## config.mk

```make
export PLATFORM = sky130hd
export DESIGN_NAME = exs_sequencer
export DESIGN_NICKNAME = d
export VERILOG_FILES = /design/src/rtl/exs_pkg.sv /design/src/rtl/exs_sync2.sv /design/src/rtl/exs_sequencer.sv
export VERILOG_INCLUDE_DIRS = /design/src /design/src/rtl
export SDC_FILE = /design/constraint.sdc
export NUM_CORES = 1
export LEC_CHECK = 0
export BUFFER_PORTS_ARGS = -buffer_cell sky130_fd_sc_hd__buf_2
export CAP_MARGIN = 20
export CELL_PAD_IN_SITES_DETAIL_PLACEMENT = 0
export CELL_PAD_IN_SITES_GLOBAL_PLACEMENT = 1
export CORE_ASPECT_RATIO = 0.75
export CORE_UTILIZATION = 34
export CTS_CLUSTER_DIAMETER = 40
export CTS_CLUSTER_SIZE = 20
export DETAILED_ROUTE_END_ITERATION = 16
export PLACE_DENSITY = 0.83
export SETUP_SLACK_MARGIN = 0.2
export SKIP_CTS_REPAIR_TIMING = 1
export SYNTH_ARGS = -nofsm -noshare
export SYNTH_HDL_FRONTEND = slang
export SYNTH_HIERARCHICAL = 1
export SYNTH_SLANG_ARGS = --single-unit
```

## constraint.sdc

```tcl
create_clock -name clock_in -period 3.3 [get_ports clock_in]
set_input_delay 0.66 -clock clock_in [delete_from_list [all_inputs] [get_ports clock_in]]
set_output_delay 0.66 -clock clock_in [all_outputs]
set_load 0.02 [all_outputs]
```

## src/rtl/exs_consts.svh

```systemverilog
/*
 * Constants for the exception sequencer: vector offsets, reset values, timing.
 * Assumes inclusion by bare name from rtl/ and tb/ sources.
 */
`ifndef EXS_CONSTS_SVH
`define EXS_CONSTS_SVH

// ****************************************
// Reset entry
// ****************************************
`define EXS_RESET_PC_ADDR     32'ha0000000
`define EXS_RESET_SP_ADDR     32'ha0000004
`define EXS_VBR_RESET         32'h00000000
`define EXS_MASK_RESET        4'hf
`define EXS_NMI_MASK_LOAD     4'hf

// ****************************************
// Levels and stacking
// ****************************************
`define EXS_LEVEL_NMI         5'h10
`define EXS_LEVEL_FIXED       5'h0f
`define EXS_STACK_STEP        32'h00000004

// ****************************************
// Vector offsets (byte offsets from the vector base)
// ****************************************
`define EXS_VOFS_ILLEGAL      32'h00000010
`define EXS_VOFS_SLOT         32'h00000018
`define EXS_VOFS_ADDR_ERR     32'h00000024
`define EXS_VOFS_NMI          32'h0000002c
`define EXS_VOFS_UBREAK       32'h00000030
`define EXS_VOFS_DEBUG        32'h0000002c

// ****************************************
// Status word field
// ****************************************
`define EXS_SR_MASK_LSB       4
`define EXS_SR_MASK_MSB       7

// ****************************************
// Reset pin low time
// ****************************************
`define EXS_RESET_MIN_TCYC    20

`endif

```

## src/rtl/exs_pkg.sv

```systemverilog
/*
 * Types shared by the exception sequencer files.
 * Assumes exs_consts.svh is available on the include path.
 */
`default_nettype none

package exs_pkg;

	typedef enum logic [3:0] {
		EXS_IDLE,
		EXS_RESET_HOLD,
		EXS_FETCH_PC,
		EXS_FETCH_SP,
		EXS_WAIT_RETIRE,
		EXS_PUSH_SR,
		EXS_PUSH_PC,
		EXS_FETCH_VEC,
		EXS_BRANCH
	} exs_state_e;

	typedef enum logic [2:0] {
		EXS_SRC_NONE,
		EXS_SRC_ADDR_ERR,
		EXS_SRC_INTR,
		EXS_SRC_TRAP,
		EXS_SRC_SLOT,
		EXS_SRC_ILLEGAL
	} exs_src_e;

	// Bus request toward the bus unit
	typedef struct packed {
		logic        req;
		logic        write;
		logic [31:0] addr;
		logic [31:0] wdata;
	} exs_bus_req_s;

	// Pipeline exception report
	typedef struct packed {
		logic        addr_err;
		logic        trap;
		logic        undef_op;
		logic        pc_change_op;
		logic        in_slot;
		logic [7:0]  trap_vec;
		logic [31:0] inst_pc;
		logic [31:0] next_pc;
		logic [31:0] branch_pc;
		logic [31:0] branch_target;
	} exs_pipe_s;

	// Winning interrupt from the priority arbiter
	typedef struct packed {
		logic        valid;
		logic        nmi;
		logic [4:0]  level;
		logic [31:0] vec_ofs;
	} exs_intr_s;

endpackage : exs_pkg

`default_nettype wire

```

## src/rtl/exs_sync2.sv

```systemverilog
/*
 * Two-stage synchroniser for asynchronous level inputs.
 * Assumes one clock and a synchronous active-high reset.
 */
`default_nettype none

module exs_sync2 #(
	parameter int WIDTH = 1
) (
	// Clock and reset
	input  wire logic             clock_in,
	input  wire logic             rst_in,
	input  wire logic [WIDTH-1:0] reset_val_in,
	// Data
	input  wire logic [WIDTH-1:0] async_in,
	output logic      [WIDTH-1:0] sync_out
);

	logic [WIDTH-1:0] meta_r;

	if (WIDTH < 1) begin : g_bad_width
		$error("exs_sync2: WIDTH must be at least 1");
	end

	// Reset values come from constants tied at the instance
	always_ff @(posedge clock_in) begin
		if (rst_in) begin
			meta_r   <= reset_val_in;
			sync_out <= reset_val_in;
		end else begin
			meta_r   <= async_in;
			sync_out <= meta_r;
		end
	end

endmodule // exs_sync2

`default_nettype wire

```

## src/rtl/exs_sequencer.sv

```systemverilog
/*
 * Exception sequencer: reset entry, address error, interrupt, trap and
 * illegal-instruction handling with stacking and vector fetch.
 * Assumes a bus unit that answers each request with a one-cycle ack, a
 * pipeline that stalls while busy_out is high, and a priority arbiter that
 * presents its single winning request.
 */
// Function
// - Reset beats every other pending exception
// - Pin low holds power-on reset, initializes state
// - On release fetch PC, then SP, start
// - Reset clears vector base, mask to ones
// - Armed watchdog overflow triggers same reset
// - Simultaneous pin and watchdog: clear overflow flag
// - Debug port reset command runs same sequence
// - Address error waits for instruction finish
// - Address error pushes status, then faulting PC
// - Fetch handler vector, branch without slot
// - Levels zero to sixteen, NMI unmaskable
// - User break and debug fixed level fifteen
// - Other interrupts levels zero to fifteen only
// - Maskable accepted only above mask bits
// - Interrupt stacks, loads level; NMI loads fifteen
// - Trap stacks next PC, vectors by number
// - Slot illegal stacks branch target address
// - General illegal stacks undefined code address
// - Arbiter resolves simultaneous interrupts by level
// - Reset PC and SP from fixed vectors
// - Non-interrupt exceptions keep mask bits
// - Each push predecrements stack pointer four
`default_nettype none
`include "exs_consts.svh"

module exs_sequencer
	import exs_pkg::*;
(
	// Clock and reset
	input  wire logic         clock_in,
	input  wire logic         rst_in,
	// Reset sources
	input  wire logic         power_on_init_pin_n_in,
	input  wire logic         watchdog_overflow_in,
	input  wire logic         watchdog_reset_en_in,
	input  wire logic         debug_port_reset_in,
	output logic              watchdog_overflow_flag_clr_out,
	// Pipeline
	input  wire exs_pkg::exs_pipe_s pipe_in,
	input  wire logic         inst_retired_in,
	input  wire logic [31:0]  sp_in,
	input  wire logic [31:0]  status_word_in,
	output logic              busy_out,
	output logic              init_state_out,
	// Interrupt arbiter
	input  wire exs_pkg::exs_intr_s intr_in,
	output logic              intr_ack_out,
	// Bus unit
	output exs_pkg::exs_bus_req_s bus_out,
	input  wire logic         bus_ack_in,
	input  wire logic [31:0]  bus_rdata_in,
	// Architectural updates
	output logic              load_pc_out,
	output logic [31:0]       new_pc_out,
	output logic              load_sp_out,
	output logic [31:0]       new_sp_out,
	output logic [31:0]       vector_base_out,
	output logic [3:0]        interrupt_mask_bits_out,
	output logic              mask_load_out,
	output logic [31:0]       status_word_out
);
	import exs_pkg::*;

	// ****************************************
	// State
	// ****************************************
	typedef struct packed {
		exs_state_e  state;
		exs_src_e    src;
		logic [31:0] sp;
		logic [31:0] save_pc;
		logic [31:0] save_sr;
		logic [31:0] vec_addr;
		logic [31:0] vbase;
		logic [3:0]  mask;
		logic [3:0]  new_mask;
		logic        mask_upd;
		logic        wdt_clr;
		logic        ld_pc;
		logic        ld_sp;
		logic        mask_ld;
		logic [31:0] pc_val;
		logic [31:0] sp_val;
		exs_bus_req_s bus;
	} exs_regs_s;

	exs_regs_s st_r;
	exs_regs_s st_nxt;

	logic pin_n_sync;
	logic wdt_ovf_sync;
	logic dbg_rst_sync;
	logic wdt_ovf_d_r;
	logic dbg_rst_d_r;

	// ****************************************
	// Input synchronisers
	// ****************************************
	exs_sync2 #(.WIDTH(3)) u_sync (
		.clock_in     (clock_in),
		.rst_in       (rst_in),
		.reset_val_in (3'h0), // Pin reads low, so hold outlives rst_in
		.async_in     ({watchdog_overflow_in, debug_port_reset_in, power_on_init_pin_n_in}),
		.sync_out     ({wdt_ovf_sync, dbg_rst_sync, pin_n_sync})
	);

	always_ff @(posedge clock_in) begin
		if (rst_in) begin
			wdt_ovf_d_r <= 1'b0;
			dbg_rst_d_r <= 1'b0;
		end else begin
			wdt_ovf_d_r <= wdt_ovf_sync;
			dbg_rst_d_r <= dbg_rst_sync;
		end
	end

	// ****************************************
	// Helpers
	// ****************************************
	function automatic logic [31:0] vec_of(input logic [31:0] base, input logic [31:0] ofs);
		vec_of = base + ofs;
	endfunction

	function automatic exs_bus_req_s rd_req(input logic [31:0] a);
		rd_req = '{req: 1'b1, write: 1'b0, addr: a, wdata: 32'h0};
	endfunction

	function automatic exs_bus_req_s wr_req(input logic [31:0] a, input logic [31:0] d);
		wr_req = '{req: 1'b1, write: 1'b1, addr: a, wdata: d};
	endfunction

	// Level of a presented interrupt: NMI forced to 16, others clipped to 15
	function automatic logic [4:0] eff_level(input exs_intr_s i);
		if (i.nmi) begin
			eff_level = `EXS_LEVEL_NMI;
		end else if (i.level > `EXS_LEVEL_FIXED) begin
			eff_level = `EXS_LEVEL_FIXED;
		end else begin
			eff_level = i.level;
		end
	endfunction

	logic wdt_event;
	logic dbg_event;
	logic pin_low;
	logic intr_take;
	logic [4:0] lvl;
	logic [3:0] sw_mask;

	always_comb begin
		pin_low   = ~pin_n_sync;
		wdt_event = wdt_ovf_sync & ~wdt_ovf_d_r & watchdog_reset_en_in;
		dbg_event = dbg_rst_sync & ~dbg_rst_d_r;
		lvl       = eff_level(intr_in);
		// Live status word mask, so software can lower it again
		sw_mask   = status_word_in[`EXS_SR_MASK_MSB:`EXS_SR_MASK_LSB];
		// Unmaskable NMI, others strictly above mask
		intr_take = intr_in.valid & (intr_in.nmi | (lvl > {1'b0, sw_mask}));
	end

	// ****************************************
	// Sequencer
	// ****************************************
	always_comb begin
		st_nxt         = st_r;
		st_nxt.wdt_clr = 1'b0;
		st_nxt.ld_pc   = 1'b0;
		st_nxt.ld_sp   = 1'b0;
		st_nxt.mask_ld = 1'b0;
		intr_ack_out   = 1'b0;

		if (pin_low) begin
			// Pin holds everything in reset; wins over all others
			st_nxt.state    = EXS_RESET_HOLD;
			st_nxt.bus      = '0;
			st_nxt.vbase    = `EXS_VBR_RESET;
			st_nxt.mask     = `EXS_MASK_RESET;
			st_nxt.src      = EXS_SRC_NONE;
			st_nxt.wdt_clr  = wdt_ovf_sync;
		end else if (wdt_event | dbg_event) begin
			st_nxt.state = EXS_FETCH_PC;
			st_nxt.bus   = rd_req(`EXS_RESET_PC_ADDR);
			st_nxt.src   = EXS_SRC_NONE;
		end else begin
			case (st_r.state)
				EXS_RESET_HOLD: begin
					st_nxt.state = EXS_FETCH_PC;
					st_nxt.bus   = rd_req(`EXS_RESET_PC_ADDR);
				end
				EXS_FETCH_PC: begin
					if (bus_ack_in) begin
						st_nxt.pc_val = bus_rdata_in;
						st_nxt.state  = EXS_FETCH_SP;
						st_nxt.bus    = rd_req(`EXS_RESET_SP_ADDR);
					end
				end
				EXS_FETCH_SP: begin
					if (bus_ack_in) begin
						st_nxt.sp_val  = bus_rdata_in;
						st_nxt.bus     = '0;
						st_nxt.vbase   = `EXS_VBR_RESET;
						st_nxt.mask    = `EXS_MASK_RESET;
						st_nxt.mask_ld = 1'b1;
						st_nxt.ld_pc   = 1'b1;
						st_nxt.ld_sp   = 1'b1;
						st_nxt.state   = EXS_IDLE;
					end
				end
				EXS_IDLE: begin
					st_nxt.sp      = sp_in;
					st_nxt.save_sr = status_word_in;
					st_nxt.mask_upd = 1'b0;
					// Fixed priority among non-reset sources
					if (pipe_in.addr_err) begin
						st_nxt.src = EXS_SRC_ADDR_ERR;
						// Delay-slot fault reports the branch
						st_nxt.save_pc  = pipe_in.in_slot ? pipe_in.branch_pc : pipe_in.inst_pc;
						st_nxt.vec_addr = vec_of(st_r.vbase, `EXS_VOFS_ADDR_ERR);
						st_nxt.state    = EXS_WAIT_RETIRE;
					end else if (pipe_in.in_slot & (pipe_in.undef_op | pipe_in.pc_change_op)) begin
						st_nxt.src      = EXS_SRC_SLOT;
						st_nxt.save_pc  = pipe_in.branch_target;
						st_nxt.vec_addr = vec_of(st_r.vbase, `EXS_VOFS_SLOT);
						st_nxt.state    = EXS_PUSH_SR;
					end else if (pipe_in.undef_op) begin
						st_nxt.src      = EXS_SRC_ILLEGAL;
						st_nxt.save_pc  = pipe_in.inst_pc;
						st_nxt.vec_addr = vec_of(st_r.vbase, `EXS_VOFS_ILLEGAL);
						st_nxt.state    = EXS_PUSH_SR;
					end else if (pipe_in.trap) begin
						st_nxt.src      = EXS_SRC_TRAP;
						st_nxt.save_pc  = pipe_in.next_pc;
						// Vector number times four
						st_nxt.vec_addr = vec_of(st_r.vbase, {22'h0, pipe_in.trap_vec, 2'h0});
						st_nxt.state    = EXS_PUSH_SR;
					end else if (intr_take) begin
						intr_ack_out    = 1'b1;
						st_nxt.src      = EXS_SRC_INTR;
						st_nxt.save_pc  = pipe_in.inst_pc;
						st_nxt.vec_addr = vec_of(st_r.vbase, intr_in.vec_ofs);
						// NMI loads 15, not 16
						st_nxt.new_mask = intr_in.nmi ? `EXS_NMI_MASK_LOAD : lvl[3:0];
						st_nxt.mask_upd = 1'b1;
						st_nxt.state    = EXS_PUSH_SR;
					end
					if (st_nxt.state == EXS_PUSH_SR) begin
						st_nxt.sp  = sp_in - `EXS_STACK_STEP;
						st_nxt.bus = wr_req(sp_in - `EXS_STACK_STEP, status_word_in);
					end
				end
				EXS_WAIT_RETIRE: begin
					if (inst_retired_in) begin
						st_nxt.sp    = st_r.sp - `EXS_STACK_STEP;
						st_nxt.bus   = wr_req(st_r.sp - `EXS_STACK_STEP, st_r.save_sr);
						st_nxt.state = EXS_PUSH_SR;
					end
				end
				EXS_PUSH_SR: begin
					if (bus_ack_in) begin
						// Status first, then PC
						st_nxt.sp    = st_r.sp - `EXS_STACK_STEP;
						st_nxt.bus   = wr_req(st_r.sp - `EXS_STACK_STEP, st_r.save_pc);
						st_nxt.state = EXS_PUSH_PC;
					end
				end
				EXS_PUSH_PC: begin
					if (bus_ack_in) begin
						st_nxt.bus   = rd_req(st_r.vec_addr);
						st_nxt.state = EXS_FETCH_VEC;
					end
				end
				EXS_FETCH_VEC: begin
					if (bus_ack_in) begin
						st_nxt.bus    = '0;
						st_nxt.pc_val = bus_rdata_in;
						st_nxt.sp_val = st_r.sp;
						st_nxt.ld_pc  = 1'b1;
						st_nxt.ld_sp  = 1'b1;
						if (st_r.mask_upd) begin
							st_nxt.mask    = st_r.new_mask;
							st_nxt.mask_ld = 1'b1;
						end
						st_nxt.state = EXS_BRANCH;
					end
				end
				EXS_BRANCH: begin
					// Redirect is direct: no delay slot follows
					st_nxt.state = EXS_IDLE;
				end
				default: begin
					st_nxt.state = EXS_RESET_HOLD;
				end
			endcase
		end
	end

	always_ff @(posedge clock_in) begin
		if (rst_in) begin
			st_r       <= '0;
			st_r.state <= EXS_RESET_HOLD;
			st_r.src   <= EXS_SRC_NONE;
			st_r.mask  <= `EXS_MASK_RESET;
			st_r.vbase <= `EXS_VBR_RESET;
		end else begin
			st_r <= st_nxt;
		end
	end

	// ****************************************
	// Outputs
	// ****************************************
	always_comb begin
		watchdog_overflow_flag_clr_out = st_r.wdt_clr;
		busy_out                = (st_r.state != EXS_IDLE);
		init_state_out          = (st_r.state == EXS_RESET_HOLD);
		bus_out                 = st_r.bus;
		load_pc_out             = st_r.ld_pc;
		new_pc_out              = st_r.pc_val;
		load_sp_out             = st_r.ld_sp;
		new_sp_out              = st_r.sp_val;
		vector_base_out         = st_r.vbase;
		interrupt_mask_bits_out = st_r.mask;
		mask_load_out           = st_r.mask_ld;
		status_word_out         = status_word_in;
		status_word_out[`EXS_SR_MASK_MSB:`EXS_SR_MASK_LSB] = st_r.mask;
	end

endmodule // exs_sequencer

`default_nettype wire

```

; ---- After elaboration in Yosys (flattened, before gate mapping)
; Cells that the tools add are included.
[op_classes]
n_addsub = 2
order_cmp = 2
eq_ne = 25
mux = 67
n_bitwise = 16
reduce_logical = 23
[ops]
columns = operator, count
row1 = case mux 66 bit (8 select lines), 1
row2 = two-way mux 32 bit, 15
row3 = two-way mux 66 bit, 6
row4 = two-way mux 133 bit, 1
row5 = case mux 32 bit (2 select lines), 2
row6 = two-way mux 98 bit, 1
row7 = case mux 32 bit (3 select lines), 1
row8 = "subtractor 32 x 3 -> 32 bit, second input constant", 2
row9 = two-way mux 7 bit, 8
row10 = two-way mux 4 bit, 10
row11 = case mux 4 bit (9 select lines), 1
row12 = AND reduction 8 bit, 3
row13 = "inequality test 3 bit, second input constant", 7
row14 = "== test 4 x 3 -> 1 bit, second input constant", 5
row15 = AND reduction 5 bit, 4
row16 = "inequality test 2 bit, second input constant", 8
row17 = two-way mux 5 bit, 3
row18 = two-way mux 1 bit, 14
row19 = AND reduction 6 bit, 2
row20 = nonzero test 9 bit, 1
row21 = "== test 4 x 2 -> 1 bit, second input constant", 2
row22 = "inequality test 8 bit, second input constant", 1
row23 = inverter 1 bit, 8
row24 = case mux 4 bit (2 select lines), 1
row25 = 19 further kinds, 28
[word_totals]
regBits = 286
out_inout_bits = 205

; ---- Logic depth before layout (Yosys ltp)
; Gate-level depths: netlist of run 1.
[depth]
depth_word = 18
depth_mapped = 13
mapped_depth_nobuf = 9

; ---- Modules after synthesis
; The synthesis of run 1 kept the hierarchy.
[modules_own_cells]
columns = mod, instances, cells_per_inst, area_per_inst_um2
row1 = exs_sequencer, 1, 2072, 16133.0
row2 = exs_sync2, 1, 13, 221.5

; ---- Worst setup path before layout of run 1
; OpenSTA, ideal clock, no wires.
[synth_timing]
kind = input to output
start = in intr_in[37] in the netlist's numbering
end = out intr_ack_out
arrival_time_ps = 2792
t_required_ps = 2640
setup_slack_ps = -152
path_stages = 9
cell_sequence = clkbuf_1 > nor2_1 > ha_1 > nor2b_1 > nand4_1 > o311ai_0 > clkbuf_1 > nor4b_2 > clkbuf_1
[synth_via]
elab_chain_len = 12
[synth_rtl]
columns = element, line_no
row1 = "start, declared", exs_sequencer.sv:54  ; input wire exs_pkg::exs_intr_s intr_in,
row2 = two-way mux 5 bit, exs_sequencer.sv:142  ; if (i.nmi) begin
row3 = greater-than comparator 5 x 4 -> 1 bit, exs_sequencer.sv:166  ; intr_take = intr_in.valid & (intr_in.nmi | (lvl > {1'b0, sw_mask}));
row4 = OR 1 bit (*), exs_sequencer.sv:166
row5 = AND 1 bit (*), exs_sequencer.sv:166
row6 = two-way mux 1 bit (*), exs_sequencer.sv:244  ; end else if (intr_take) begin
row7 = two-way mux 1 bit (*), exs_sequencer.sv:238  ; end else if (pipe_in.trap) begin
row8 = two-way mux 1 bit (*), exs_sequencer.sv:233  ; end else if (pipe_in.undef_op) begin
row9 = two-way mux 1 bit (*), exs_sequencer.sv:228  ; end else if (pipe_in.in_slot & (pipe_in.undef_op | pipe_in.pc_change_op)) begin
row10 = two-way mux 1 bit (*), exs_sequencer.sv:222  ; if (pipe_in.addr_err) begin
row11 = two-way mux 1 bit (*), exs_sequencer.sv:193  ; case (st_r.state)
row12 = two-way mux 1 bit (*), exs_sequencer.sv:188  ; end else if (wdt_event | dbg_event) begin
row13 = two-way mux 1 bit (*), exs_sequencer.sv:180  ; if (pin_low) begin
row14 = "end, declared", exs_sequencer.sv:55  ; output logic intr_ack_out,
; Mark *: on every way between the ends. The rest lies on a longest branch, timed or not.

; ---- Worst setup path in the final report of run 1
[layout_timing]
start = in intr_in[36] in the netlist's numbering
end = out intr_ack_out
[layout_via]
elab_chain_len = 14
[layout_rtl]
columns = element, line_no
row1 = greater-than comparator 5 x 4 -> 1 bit (no source line), --
row2 = two-way mux 5 bit (*), exs_sequencer.sv:144  ; end else if (i.level > `EXS_LEVEL_FIXED) begin
row3 = two-way mux 5 bit (*), exs_sequencer.sv:142
row4 = greater-than comparator 5 x 4 -> 1 bit (*), exs_sequencer.sv:166
row5 = OR 1 bit (*), exs_sequencer.sv:166
row6 = AND 1 bit (*), exs_sequencer.sv:166
row7 = two-way mux 1 bit (*), exs_sequencer.sv:244
row8 = two-way mux 1 bit (*), exs_sequencer.sv:238
row9 = two-way mux 1 bit (*), exs_sequencer.sv:233
row10 = two-way mux 1 bit (*), exs_sequencer.sv:228
row11 = two-way mux 1 bit (*), exs_sequencer.sv:222
row12 = two-way mux 1 bit (*), exs_sequencer.sv:193
row13 = two-way mux 1 bit (*), exs_sequencer.sv:188
row14 = two-way mux 1 bit (*), exs_sequencer.sv:180
; Marked as above.

==> impl_results.rst, run 1 <==
.. list-table::
   :header-rows: 1

   * - Metric
     - Value
   * - Outcome
     - finished clean
   * - Clk buf depth
     - 3
   * - Dominant delay contributor by cell family on the critical path
     - simple AND/OR/NAND/NOR gates
   * - Remaining antenna violation count after routing
     - 0
   * - RSZ-0062 raised after global routing
     - true
   * - Library cell used as clock root buffer
     - sky130_fd_sc_hd__clkbuf_16
   * - Initial antenna violation count
     - 8
   * - Largest fanout on the critical path
     - 8
   * - Netlist area before placement
     - 16350 um^2
   * - Cells after synthesis
     - 2085
   * - Count of flip-flops with a built-in enable after synthesis
     - 0
   * - Buffers & Inverters on Critical Path
     - 3
   * - Critical-path cell with the highest stage delay
     - sky130_fd_sc_hd__nor4b_4
   * - Post-synth cell types
     - 79
   * - Fraction of the mapped netlist area in simple logic gates
     - 19.84%
   * - Initial Util
     - 34.51%
   * - Met3 demand-to-capacity share in global routing
     - 8.389%
   * - Adder and majority cell fraction of the synthesized area
     - 0.4590%
   * - Mux contribution to synthesized area
     - 5.241%
   * - Final setup slack of the worst path
     - 0.2498 ns
   * - Average routed wire per standard cell
     - 21.32 um
   * - Crit path required time
     - 2.64 ns
   * - Number of H-tree branching levels
     - 2
   * - Worst slack after detailed placement
     - 0.1407 ns
   * - Maximum operating frequency
     - 327.9 MHz
   * - Category of the most critical setup path
     - input port to output pin
   * - Placed cells
     - 2934
   * - Cell types with the largest area share after synthesis
     - sky130_fd_sc_hd__dfxtp_1 35%, sky130_fd_sc_hd__buf_4 9.1%, sky130_fd_sc_hd__nand2_1 6.3%, sky130_fd_sc_hd__a21oi_1 5.8%, sky130_fd_sc_hd__mux2i_1 4.3%
   * - Share of the synthesized area in the top cell type
     - 34.52%
   * - Detailed router's first-iteration violation count
     - 1843
   * - Top-Level Pins
     - 489
   * - Final critical-path share of the clock period
     - 92.43%
   * - CTS tree
     - built
   * - Routing layer with the top usage in global route
     - met1
   * - Post-synthesis share of cell area spent on xor and xnor gates
     - 3.535%
   * - Post-layout power
     - 10.35 mW
   * - PwrDens
     - 516.9 nW/um^2
   * - Clk Latency, worst-skew pair
     - 0.56 ns
   * - Via count of the first global-routing pass
     - 14950
   * - Die height
     - 191.9 um
   * - # rows
     - 69
   * - Routability cong.
     - 0.9668
   * - Number of fillers in the final layout
     - 4866
   * - Met2 demand-to-capacity share in global routing
     - 34.29%
   * - CTS buffer count
     - 46
   * - Area of the core region
     - 47400 um^2
   * - Compound-cell area share of the yosys netlist
     - 22.62%
   * - Worst hold-check path type
     - input port to flop
   * - Worst EP arrival
     - 2.39 ns
   * - Die outline area
     - 48990 um^2
   * - Largest clock skew in the final design
     - 0.02408 ns
   * - Sum of negative setup slack
     - 0 ns
   * - Count of warnings emitted by yosys
     - 6
   * - Max Slew Vio Count
     - 0
   * - Combinational family with the most area after synthesis
     - compound AO/OA/AOI/OAI gates
   * - Maximum single-stage delay on the critical path
     - 0.37 ns
   * - Overall overflow remaining after global route
     - 0
   * - Met1 capacity usage during global routing
     - 35.95%
   * - Routed vias
     - 16710
   * - Count of state elements after synthesis
     - 282
   * - Finished Layout Cells
     - 3030
   * - Lkg Pwr
     - 8.136 nW
   * - Via/cell ratio
     - 5.516
   * - Part of the Yosys area used for sequential elements
     - 34.52%
   * - Number of clock sinks
     - 282
   * - Final Setup Violations
     - 0
   * - Routed wire length
     - 64.60 mm
   * - Normalized max-slew margin
     - 43.47%
   * - CP endpoint kind
     - output pin
   * - Final #Nets
     - 2639
   * - Post-Syn Area per Cell
     - 7.844 um^2
   * - Final hold vios
     - 0
   * - Primary FF master, synth
     - sky130_fd_sc_hd__dfxtp_1
   * - Worst-margin pin slew
     - 0.8448 ns
   * - Clock slew at reported path FFs
     - 0.06 ns
   * - Detail Placement HPWL
     - 48.01 mm
   * - Buffers on Ports
     - 456
   * - Minimum clock period after layout
     - 3.050 ns
   * - Share of cells above drive strength 1
     - 28.89%
   * - Asr flop ratio synth
     - 0%
   * - Maximum number of pins on one net before global-route repair
     - 70
   * - Max-cap violations
     - 0
   * - Layout overhead on the synthesized area
     - 22.40%
   * - Horiz. Die Dim
     - 255.3 um
   * - Cell type with the highest aggregate area in the netlist
     - sky130_fd_sc_hd__dfxtp_1
   * - CP dominant cell by count
     - sky130_fd_sc_hd__nor2_1
   * - Highest ir drop seen on vdd
     - 348.3 uV
   * - DRC errors left
     - 0
   * - Global-route wire length before repair
     - 92.41 mm
   * - Number of iterations in the first detailed-routing pass
     - 10
   * - GRT Overall Usage
     - 24.83%
   * - Worst-path cell chain
     - clkbuf_4 -> nor2_1 -> nor2_1 -> ha_1 -> nor2b_1 -> nand4_1 -> o311ai_4 -> clkbuf_16 -> nor4b_4 -> buf_4
   * - CP Launch Type
     - input port
==> cells by family (layout without fill, tap and decap cells) <==
logic type      Yosys count  in the layout
flops                   282            282
compound gates          541            541
simple gates            711            711
mux                      82             82
buf+inv                 396            659
fa+ha+maj                 6              6
other cells               1             44
xor+xnor                 66             66
==> worst reg2reg max path, cell delays in order (launching register included) <==
cell and delay, ns:
sky130_fd_sc_hd__dfxtp_1 0.41, sky130_fd_sc_hd__inv_1 0.11, sky130_fd_sc_hd__ha_1 0.24, sky130_fd_sc_hd__or4b_1 0.61, sky130_fd_sc_hd__or3_1 0.39, sky130_fd_sc_hd__or3_1 0.38, sky130_fd_sc_hd__xnor2_1 0.43, sky130_fd_sc_hd__a22oi_1 0.21
sky130_fd_sc_hd__a21oi_1 0.16
==> layout make-up <==
| class | instances | area, um^2 | area share [%] |
|---|---|---|---|
| clock inverter | 31 | 360.3 | 1.800 |
| sequential | 282 | 5645 | 28.20 |
| tap | 639 | 799.5 | 3.994 |
| clock buffer | 53 | 1219 | 6.088 |
| multi-input combinational | 1444 | 8762 | 43.77 |
| inverter | 17 | 63.81 | 0.3188 |
| timing repair buffer | 558 | 3153 | 15.75 |
| antenna | 6 | 15.01 | 0.07500 |
==> path summary, 6_finish.rpt <==
check / cells past startpoint / endpoint / slack [ns] / start
worst min register to register: 2 / new_pc_out[20] / 0.44 / new_pc_out[20]
worst max register to register: 8 / bus_out[62] / 0.29 / st_r[273]
worst max-delay path: 10 / intr_ack_out / 0.25 / intr_in[36]
worst min-delay path: 2 / u_sync/meta_r[1] / 0.33 / debug_port_reset_in
==> where the power goes <==
group,total [mW],internal [mW],switching [mW]
Sequential,3.57,3.49,0.0749
Combinational,1.87,0.656,1.22
Clock,4.90,2.98,1.93
Total,10.3,7.13,3.22
==> state kept, by name (all words and copies together) (netlist names), 3 cells and up <==
register / count
st_r: 137
u_sync/meta_r: 3
new_pc_out: 32
bus_out: 66
interrupt_mask_bits_out: 4
new_sp_out: 32
u_sync/sync_out: 3
==> Yosys cell counts, types with 17 or more instances <==
library cell and instances:
sky130_fd_sc_hd__dfxtp_1 282, sky130_fd_sc_hd__nand2_1 274, sky130_fd_sc_hd__buf_4 199, sky130_fd_sc_hd__a21oi_1 189, sky130_fd_sc_hd__nor2_1 183, sky130_fd_sc_hd__clkbuf_1 164
sky130_fd_sc_hd__nand3_1 91, sky130_fd_sc_hd__mux2i_1 71, sky130_fd_sc_hd__a211oi_1 54, sky130_fd_sc_hd__nor3_1 51, sky130_fd_sc_hd__o21ai_0 49, sky130_fd_sc_hd__xnor2_1 44
sky130_fd_sc_hd__a222oi_1 42, sky130_fd_sc_hd__o211ai_1 37, sky130_fd_sc_hd__a311oi_1 36, sky130_fd_sc_hd__a22oi_1 35, sky130_fd_sc_hd__xor2_1 22, sky130_fd_sc_hd__or4_1 18
sky130_fd_sc_hd__inv_1 17
==> metal layers <==
layer  vias to the layer above  wire [um]
li1                       7846          -
met2                       851      26900
met3                       100       7567
met5                         -         13
met1                      7914      28750
met4                         2       1366
==> stage by stage <==
stage               util, %  cell area (um^2)  hold WS [ns]
floorplan                 -             16510        0.4320
global placement      38.65             18320        0.4364
finish                42.23             20020        0.3329
detailed placement    38.65             18320        0.4415
CTS                   41.98             19900        0.3110
global route          42.23             20020        0.3163
==> cell usage in the layout, fill, tap and decap left out, types with 10 or more instances in the layout <==
master	n
sky130_fd_sc_hd__clkbuf_16	48
sky130_fd_sc_hd__or4_1	18
sky130_fd_sc_hd__dfxtp_1	282
sky130_fd_sc_hd__nor3_1	50
sky130_fd_sc_hd__nand2_1	272
sky130_fd_sc_hd__o22ai_1	12
sky130_fd_sc_hd__or3_1	15
sky130_fd_sc_hd__xnor2_1	44
sky130_fd_sc_hd__nor4_1	14
sky130_fd_sc_hd__a222oi_1	42
sky130_fd_sc_hd__o21ai_0	47
sky130_fd_sc_hd__a211oi_1	54
sky130_fd_sc_hd__nor2_1	179
sky130_fd_sc_hd__xor2_1	22
sky130_fd_sc_hd__a22oi_1	35
sky130_fd_sc_hd__inv_1	17
sky130_fd_sc_hd__buf_4	96
sky130_fd_sc_hd__o211ai_1	37
sky130_fd_sc_hd__nand2b_1	10
sky130_fd_sc_hd__conb_1	38
sky130_fd_sc_hd__nand3_1	91
sky130_fd_sc_hd__inv_6	10
sky130_fd_sc_hd__a21oi_1	187
sky130_fd_sc_hd__a311oi_1	36
sky130_fd_sc_hd__mux2i_1	71
sky130_fd_sc_hd__buf_2	452
Note: power is estimated with default switching activity, not from simulation.
==> inputs of run 2 (changes only) <==
--- a/config.mk
+++ b/config.mk
@@ -10,7 +10,6 @@
 export CAP_MARGIN = 20
 export CELL_PAD_IN_SITES_DETAIL_PLACEMENT = 0
 export CELL_PAD_IN_SITES_GLOBAL_PLACEMENT = 1
-export CORE_ASPECT_RATIO = 0.75
 export CORE_UTILIZATION = 34
 export CTS_CLUSTER_DIAMETER = 40
 export CTS_CLUSTER_SIZE = 20
==> impl_results.rst, run 2 (synthesis gave the netlist of run 1 again) <==
.. list-table::
   :header-rows: 1

   * - Metric
     - Value
   * - Outcome
     - finished clean
   * - Detail Placement HPWL
     - 47.84 mm (-0.34%)
   * - Routed wire length
     - 64.01 mm (-0.91%)
   * - Met1 capacity usage during global routing
     - 31.38% (-4.6 points)
   * - Worst EP arrival
     - 3.47 ns (+1.08 ns)
   * - Clock slew at reported path FFs
     - 0.06 ns (about the same)
   * - Number of fillers in the final layout
     - 4842 (-0.49%)
   * - Dominant delay contributor by cell family on the critical path
     - simple AND/OR/NAND/NOR gates
   * - Horiz. Die Dim
     - 221.3 um (-13%)
   * - Normalized max-slew margin
     - 45.34% (+1.9 points)
   * - Startpoint of the worst hold path
     - watchdog_overflow_in
   * - Highest-count cells in the layout ignoring fill and taps
     - 455 x sky130_fd_sc_hd__buf_2, 282 x sky130_fd_sc_hd__dfxtp_1, 272 x sky130_fd_sc_hd__nand2_1, 187 x sky130_fd_sc_hd__a21oi_1, 180 x sky130_fd_sc_hd__nor2_1
   * - Final Setup Violations
     - 0 (unchanged)
   * - Die height
     - 221.3 um (+15%)
   * - Average routed wire per standard cell
     - 21.44 um (+0.55%)
   * - Finished Layout Cells
     - 2986 (-1.5%)
   * - Crit path launch
     - st_r[273]
   * - # rows
     - 80 (+16%)
   * - Worst-path cell chain
     - or4_4 -> or4b_4 -> or4_1 -> xnor2_1 -> a222oi_1 -> o21ai_1
   * - Maximum single-stage delay on the critical path
     - 0.64 ns (+0.27 ns)
   * - Initial Util
     - 34.40% (-0.11 points)
   * - Total cell area at the placement stage
     - 18190 um^2 (-0.72%)
   * - Maximum number of pins on one net before global-route repair
     - 70 (unchanged)
   * - Via count of the first global-routing pass
     - 15440 (+3.2%)
   * - Initial antenna violation count
     - 9 (+1)
   * - Worst-margin pin slew
     - 0.8168 ns (-0.02804 ns)
   * - Layout overhead on the synthesized area
     - 21.83%
   * - Register name with the most flops
     - st_r
   * - CP Launch Type
     - flop
   * - RSZ-0062 raised after global routing
     - true
   * - Pint
     - 7.232 mW (+1.5%)
   * - PwrDens
     - 529.2 nW/um^2 (+2.4%)
   * - DRC errors left
     - 0 (unchanged)
   * - Number of clock sinks
     - 282 (unchanged)
   * - Maximum operating frequency
     - 331.6 MHz (+1.2%)
   * - Reg2Reg Launch Point
     - st_r[273]
   * - Minimum clock period after layout
     - 3.015 ns (-0.03491 ns)
   * - Library cell used as clock root buffer
     - sky130_fd_sc_hd__clkbuf_16
   * - Crit path required time
     - 3.76 ns (+1.12 ns)
   * - Detailed router's first-iteration violation count
     - 1508 (-18%)
   * - Clk buf depth
     - 3 (unchanged)
   * - Routed vias
     - 16390 (-1.9%)
   * - Final instance area
     - 19930 um^2 (-0.46%)
   * - FF+latch area
     - 5645 um^2 (unchanged)
   * - Leading cell type in the layout, fill and taps excluded
     - sky130_fd_sc_hd__buf_2
   * - Placed cells
     - 2889 (-1.5%)
   * - Met2 demand-to-capacity share in global routing
     - 42.22% (+7.9 points)
   * - Max-cap violations
     - 0 (unchanged)
   * - Flip-flop count of the largest register, all copies and words added
     - 137 (unchanged)
   * - CTS tree
     - built
   * - Net switching share of the total power
     - 31.42% (+0.29 points)
   * - Share of cells above drive strength 1
     - 28.47% (-0.41 points)
   * - Number of H-tree branching levels
     - 2 (unchanged)
   * - Remaining antenna violation count after routing
     - 0 (unchanged)
   * - GRT Overall Usage
     - 25.15% (+0.32 points)
   * - Met3 demand-to-capacity share in global routing
     - 5.099% (-3.3 points)
   * - Sequential share of power
     - 33.8% (-0.7 points)
   * - CTS buffer count
     - 50 (+8.7%)
   * - Top-Level Pins
     - 489 (unchanged)
   * - Net switching component of the power
     - 3.313 mW (+2.8%)
   * - Post-layout power
     - 10.54 mW (+1.9%)
   * - Die outline area
     - 48980 um^2 (about the same)
   * - Number of iterations in the first detailed-routing pass
     - 7 (-3)
   * - Overall overflow remaining after global route
     - 0 (unchanged)
   * - Highest ir drop seen on vdd
     - 314.1 uV (-9.8%)
   * - Buffers on Ports
     - 456 (unchanged)
   * - Worst hold-check path type
     - input port to flop
   * - Routing layer with the top usage in global route
     - met2
   * - Lkg Pwr
     - 8.086 nW (-0.61%)
   * - Final hold vios
     - 0 (unchanged)
   * - Worst Hold Margin
     - 0.3164 ns (-0.01645 ns)
   * - Combinational fraction of design power
     - 17.2% (-0.9 points)
   * - Area occupied by multi-input gates
     - 8767 um^2 (about the same)
   * - Buffers & Inverters on Critical Path
     - 0 (-3)
   * - Critical-path cell with the highest stage delay
     - sky130_fd_sc_hd__or4b_4
   * - Final critical-path share of the clock period
     - 91.37% (-1.1 points)
   * - Largest fanout on the critical path
     - 15 (+7)
   * - Clk Latency, worst-skew pair
     - 0.59 ns (+0.03 ns)
   * - Category of the most critical setup path
     - flop to flop
   * - Area of the core region
     - 47550 um^2 (+0.31%)
   * - Via/cell ratio
     - 5.490 (-0.48%)
   * - Routability cong.
     - 0.9396 (-2.8%)
   * - Final design utilization
     - 41.91% (-0.33 points)
   * - Max Slew Vio Count
     - 0 (unchanged)
   * - Largest clock skew in the final design
     - 0.02545 ns (+0.001373 ns)
   * - Clock power frac
     - 49.0% (+1.6 points)
   * - Final #Nets
     - 2618 (-0.80%)
   * - Global-route wire length before repair
     - 95.52 mm (+3.4%)
   * - CP endpoint kind
     - flop
==> run 2: cell count changes in the layout (fill, tap and decap cells not counted), moves of 2 or more <==
cell and delta:
sky130_fd_sc_hd__diode_2 -2, sky130_fd_sc_hd__clkbuf_1 -2, sky130_fd_sc_hd__inv_8 +7, sky130_fd_sc_hd__buf_2 +3
sky130_fd_sc_hd__clkbuf_16 +3, sky130_fd_sc_hd__buf_12 +5, sky130_fd_sc_hd__bufinv_16 -2, sky130_fd_sc_hd__clkbuf_4 -2
sky130_fd_sc_hd__clkinvlp_4 -2, sky130_fd_sc_hd__inv_6 +3, sky130_fd_sc_hd__buf_4 -28
==> run 2: metrics by stage <==
| stage | TNS (ns) | setup slack [ns] |
|---|---|---|
| 6_report | 0 | 0.2848 |
| 5_1_grt | 0 | 0.1745 |
| 4_1_cts | -0.06279 | -0.06279 |
| 3_5_place_dp | 0 | 0.1031 |
| 3_3_place_gp | 0 | 0.03948 |
| 2_1_floorplan | 0 | 0.1562 |
==> run 2: routing by layer <==
metal / routed length, um / share of wire (%) / up-vias
li1: - / - / 7808
met1: 26130 / 41 / 7702
met2: 30600 / 48 / 752
met3: 5049 / 7.9 / 118
met4: 2155 / 3.4 / 12
met5: 78 / 0.12 / -
==> run 2: area by class of cell <==
type / instances / area share (%)
inverters: 17 / 0.3203
flip-flops and latches: 282 / 28.33
clock buffers: 56 / 6.650
well taps: 615 / 3.862
repair buffers: 533 / 14.95
multi-input cells: 1444 / 44.00
clock inverters: 35 / 1.834
diodes: 4 / 0.05024
==> run 2: power by group through the flow <==
stage	registers, mW	clock network [mW]	logic, mW
6_report	3.57	5.17	1.81
5_1_grt	3.58	5.42	1.95
4_1_cts	3.56	5.27	1.79
3_5_place_dp	3.64	0	1.78
3_3_place_gp	3.63	0	1.77
2_1_floorplan	3.61	0	1.14
==> run 2: path summary, 6_finish.rpt <==
check | to | slack, ns | cells past startpoint
worst max-delay path | bus_out[53] | 0.28 | 6
worst min-delay path | u_sync/meta_r[2] | 0.32 | 2
worst max register to register | bus_out[53] | 0.28 | 6
worst min register to register | new_pc_out[20] | 0.45 | 2
==> inputs of run 3 (changes only) <==
--- a/config.mk
+++ b/config.mk
@@ -6,15 +6,17 @@
 export SDC_FILE = /design/constraint.sdc
 export NUM_CORES = 1
 export LEC_CHECK = 0
+export ABC_AREA = 1
 export BUFFER_PORTS_ARGS = -buffer_cell sky130_fd_sc_hd__buf_2
 export CAP_MARGIN = 20
 export CELL_PAD_IN_SITES_DETAIL_PLACEMENT = 0
 export CELL_PAD_IN_SITES_GLOBAL_PLACEMENT = 1
-export CORE_UTILIZATION = 34
+export CORE_UTILIZATION = 33
 export CTS_CLUSTER_DIAMETER = 40
 export CTS_CLUSTER_SIZE = 20
 export DETAILED_ROUTE_END_ITERATION = 16
 export PLACE_DENSITY = 0.83
+export REMOVE_ABC_BUFFERS = 1
 export SETUP_SLACK_MARGIN = 0.2
 export SKIP_CTS_REPAIR_TIMING = 1
 export SYNTH_ARGS = -nofsm -noshare
==> impl_results.rst, run 3 <==
.. list-table::
   :header-rows: 1

   * - Metric
     - Value
   * - Outcome
     - finished clean
   * - Register-to-Register Path Depth
     - 9 (+3)
   * - Cell types with the largest area share after synthesis
     - sky130_fd_sc_hd__dfxtp_1 33%, sky130_fd_sc_hd__nand2_1 12%, sky130_fd_sc_hd__buf_4 8.8%, sky130_fd_sc_hd__nand3_1 7.9%, sky130_fd_sc_hd__a21oi_1 7.7%
   * - Highest metal layer used by the detailed router
     - met5
   * - PwrDens
     - 513.8 nW/um^2 (-2.9%)
   * - Average routed wire per standard cell
     - 19.03 um (-11%)
   * - Via count of the first global-routing pass
     - 16830 (+9.0%)
   * - Via/cell ratio
     - 5.067 (-7.7%)
   * - Wl on met1
     - 27.54 mm (+5.4%)
   * - Buffers on Ports
     - 456 (unchanged)
   * - Most numerous cell in the Yosys netlist
     - sky130_fd_sc_hd__nand2_1
   * - Share of cells above drive strength 1
     - 23.40% (-5.1 points)
   * - Netlist area before placement
     - 17110 um^2 (+4.6%)
   * - Remaining antenna violation count after routing
     - 0 (unchanged)
   * - Post-synth cell types
     - 51 (-35%)
   * - GRT Overall Usage
     - 24.56% (-0.60 points)
   * - Part of the Yosys area used for sequential elements
     - 33.00% (-1.5 points)
   * - Largest fanout on the critical path
     - 5 (-10)
   * - Final design utilization
     - 39.51% (-2.4 points)
   * - Number of cells on the worst hold path
     - 3 (+1)
   * - Routed vias
     - 17750 (+8.3%)
   * - CP endpoint kind
     - output pin
   * - CTS buffer count
     - 51 (+2.0%)
   * - Initial Util
     - 33.34% (-1.1 points)
   * - Register name with the most flops
     - st_r
   * - Detail Placement HPWL
     - 50.07 mm (+4.6%)
   * - Worst EP arrival
     - 2.30 ns (-1.17 ns)
   * - Worst-path cell chain
     - buf_2 -> nor2_1 -> nor2_1 -> ha_1 -> inv_1 -> nor2_1 -> nand3_1 -> nand3_2 -> nand3_4 -> nor2_4 -> buf_2
   * - Normalized max-slew margin
     - 42.36% (-3.0 points)
   * - Highest-count cells in the layout ignoring fill and taps
     - 544 x sky130_fd_sc_hd__nand2_1, 455 x sky130_fd_sc_hd__buf_2, 281 x sky130_fd_sc_hd__dfxtp_1, 270 x sky130_fd_sc_hd__nand3_1, 263 x sky130_fd_sc_hd__a21oi_1
   * - Sum of negative setup slack
     - 0 ns (unchanged)
   * - Final instance area
     - 20270 um^2 (+1.7%)
   * - Area of the core region
     - 51300 um^2 (+7.9%)
   * - Largest clock skew in the final design
     - 0.03287 ns (+0.007417 ns)
   * - Buffers & Inverters on Critical Path
     - 3 (+3)
   * - Worst slack after detailed placement
     - 0.2982 ns (+0.1951 ns)
   * - Library cell used as clock root buffer
     - sky130_fd_sc_hd__clkbuf_16
   * - Die height
     - 229.7 um (+3.8%)
   * - CTS tree
     - built
   * - Worst-margin pin slew
     - 0.8636 ns (+0.04683 ns)
   * - Total length of routed met3 wires
     - 3.933 mm (-22%)
   * - Clock slew at reported path FFs
     - 0.05 ns (about the same)
   * - Maximum number of pins on one net before global-route repair
     - 77 (+10%)
   * - Worst hold-check path type
     - input port to flop
   * - Count of flip-flops with a built-in enable after synthesis
     - 0 (unchanged)
   * - Maximum operating frequency
     - 337.5 MHz (+1.8%)
   * - Horiz. Die Dim
     - 229.7 um (+3.8%)
   * - Lkg Pwr
     - 9.147 nW (+13%)
   * - Category of the most critical setup path
     - input port to output pin
   * - Clk buf depth
     - 3 (unchanged)
   * - Dominant delay contributor by cell family on the critical path
     - simple AND/OR/NAND/NOR gates
   * - Number of clock sinks
     - 282 (unchanged)
   * - Placed cells
     - 3406 (+18%)
   * - Final Setup Violations
     - 0 (unchanged)
   * - RSZ-0062 raised after global routing
     - false
   * - Setup slack of the worst register-to-register path
     - 0.74 ns (+0.46 ns)
   * - Maximum single-stage delay on the critical path
     - 0.28 ns (-0.36 ns)
   * - Detailed router's first-iteration violation count
     - 1126 (-25%)
   * - Overall overflow remaining after global route
     - 0 (unchanged)
   * - Initial antenna violation count
     - 5 (-4)
   * - Post-layout power
     - 10.41 mW (-1.2%)
   * - Primary FF master, synth
     - sky130_fd_sc_hd__dfxtp_1
   * - Highest ir drop seen on vdd
     - 368.1 uV (+17%)
   * - Cell type with the highest aggregate area in the netlist
     - sky130_fd_sc_hd__dfxtp_1
   * - Max-cap violations
     - 0 (unchanged)
   * - Leading cell types by count after synthesis
     - 547 x sky130_fd_sc_hd__nand2_1, 282 x sky130_fd_sc_hd__dfxtp_1, 270 x sky130_fd_sc_hd__nand3_1
   * - Cells after synthesis
     - 2543 (+22%)
   * - DRC errors left
     - 0 (unchanged)
   * - Minimum clock period after layout
     - 2.963 ns (-0.05188 ns)
   * - Top-Level Pins
     - 489 (unchanged)
   * - Crit path required time
     - 2.64 ns (-1.12 ns)
   * - Leading cell type in the layout, fill and taps excluded
     - sky130_fd_sc_hd__nand2_1
   * - Final critical-path share of the clock period
     - 89.80% (-1.6 points)
   * - # rows
     - 83 (+3.8%)
   * - CP dominant cell by count
     - sky130_fd_sc_hd__nor2_1
   * - Count of state elements after synthesis
     - 282 (unchanged)
   * - Final hold vios
     - 0 (unchanged)
   * - Global-route wire length before repair
     - 100.1 mm (+4.8%)
   * - Number of iterations in the first detailed-routing pass
     - 6 (-1)
   * - Asr flop ratio synth
     - 0% (unchanged)
   * - Total cell area at the placement stage
     - 18510 um^2 (+1.8%)
   * - Share of the synthesized area in the top cell type
     - 33.00% (-1.5 points)
   * - Count of warnings emitted by yosys
     - 6 (unchanged)
   * - Number of cells on the critical path
     - 11 (+5)
   * - Number of fillers in the final layout
     - 5504 (+14%)
   * - Final #Nets
     - 3069 (+17%)
   * - Final setup slack of the worst path
     - 0.3366 ns (+0.05188 ns)
   * - Routed wire length
     - 66.65 mm (+4.1%)
   * - Number of H-tree branching levels
     - 2 (unchanged)
   * - CP Launch Type
     - input port
   * - Met2 Wirelength
     - 32.78 mm (+7.2%)
   * - Routability cong.
     - 0.9367 (-0.31%)
   * - Die outline area
     - 52750 um^2 (+7.7%)
   * - Finished Layout Cells
     - 3503 (+17%)
   * - Layout overhead on the synthesized area
     - 18.48%
   * - Max Slew Vio Count
     - 0 (unchanged)
   * - Clk Latency, worst-skew pair
     - 0.60 ns (about the same)
   * - Flip-flop count of the largest register, all copies and words added
     - 137 (unchanged)
   * - Critical-path cell with the highest stage delay
     - sky130_fd_sc_hd__nor2_4
   * - Post-Syn Area per Cell
     - 6.726 um^2 (-14%)
   * - Worst Hold Margin
     - 0.2524 ns (-0.06404 ns)
[run 3: cell types whose count changed after synthesis, moves of 33 or more]
| cell | change |
|---|---|
| sky130_fd_sc_hd__clkbuf_1 | -73 |
| sky130_fd_sc_hd__a211oi_1 | -33 |
| sky130_fd_sc_hd__a311oi_1 | -33 |
| sky130_fd_sc_hd__nand2_1 | +273 |
| sky130_fd_sc_hd__a21oi_1 | +74 |
| sky130_fd_sc_hd__inv_1 | +145 |
| sky130_fd_sc_hd__buf_2 | +33 |
| sky130_fd_sc_hd__nand3_1 | +179 |
| sky130_fd_sc_hd__a22oi_1 | -35 |
| sky130_fd_sc_hd__xnor2_1 | -42 |
| sky130_fd_sc_hd__a222oi_1 | -42 |
| sky130_fd_sc_hd__mux2i_1 | -68 |
| sky130_fd_sc_hd__o21ai_0 | +176 |
[run 3: worst min-delay path, cell delays in order]
cell and delay (ns):
sky130_fd_sc_hd__buf_2 0.07, sky130_fd_sc_hd__nand2_1 0.04, sky130_fd_sc_hd__nand2_1 0.04
[run 3: cells by family after synthesis]
logic type      synth area share [%]
mux                           0.3072
compound gates                 19.18
buf+inv                        17.85
other cells                  0.02192
flops                          33.00
fa+ha+maj                     0.4389
simple gates                   28.07
xor+xnor                       1.127
[run 3: worst paths after layout]
check,startpoint,to
setup / recovery,intr_in[36],intr_ack_out
setup reg to reg,st_r[308],bus_out[55]
hold / removal,power_on_init_pin_n_in,u_sync/meta_r[0]
hold reg to reg,u_sync/meta_r[1],u_sync/sync_out[1]
[run 3: metal layers]
| layer | up-vias | track usage (%) |
|---|---|---|
| li1 | 8693 | - |
| met1 | 8260 | 29.86 |
| met2 | 680 | 43.09 |
| met3 | 113 | 3.621 |
| met4 | 2 | 10.00 |
| met5 | - | 0 |
[run 3: cell type report]
| type | count | area (um^2) | area share, % |
|---|---|---|---|
| repair buffers | 508 | 2820 | 13.92 |
| well taps | 680 | 850.8 | 4.198 |
| flip-flops and latches | 282 | 5647 | 27.86 |
| clock buffers | 57 | 1350 | 6.661 |
| inverters | 170 | 643.1 | 3.173 |
| multi-input cells | 1766 | 8554 | 42.21 |
| clock inverters | 37 | 394.1 | 1.945 |
| diodes | 3 | 7.507 | 0.03704 |
[run 3: power by group]
part	switching (mW)	internal, mW	leakage (nW)	total (mW)
clock network	1.99	3.31	0.847	5.29
logic	1.06	0.511	6.02	1.57
registers	0.0562	3.49	2.28	3.54
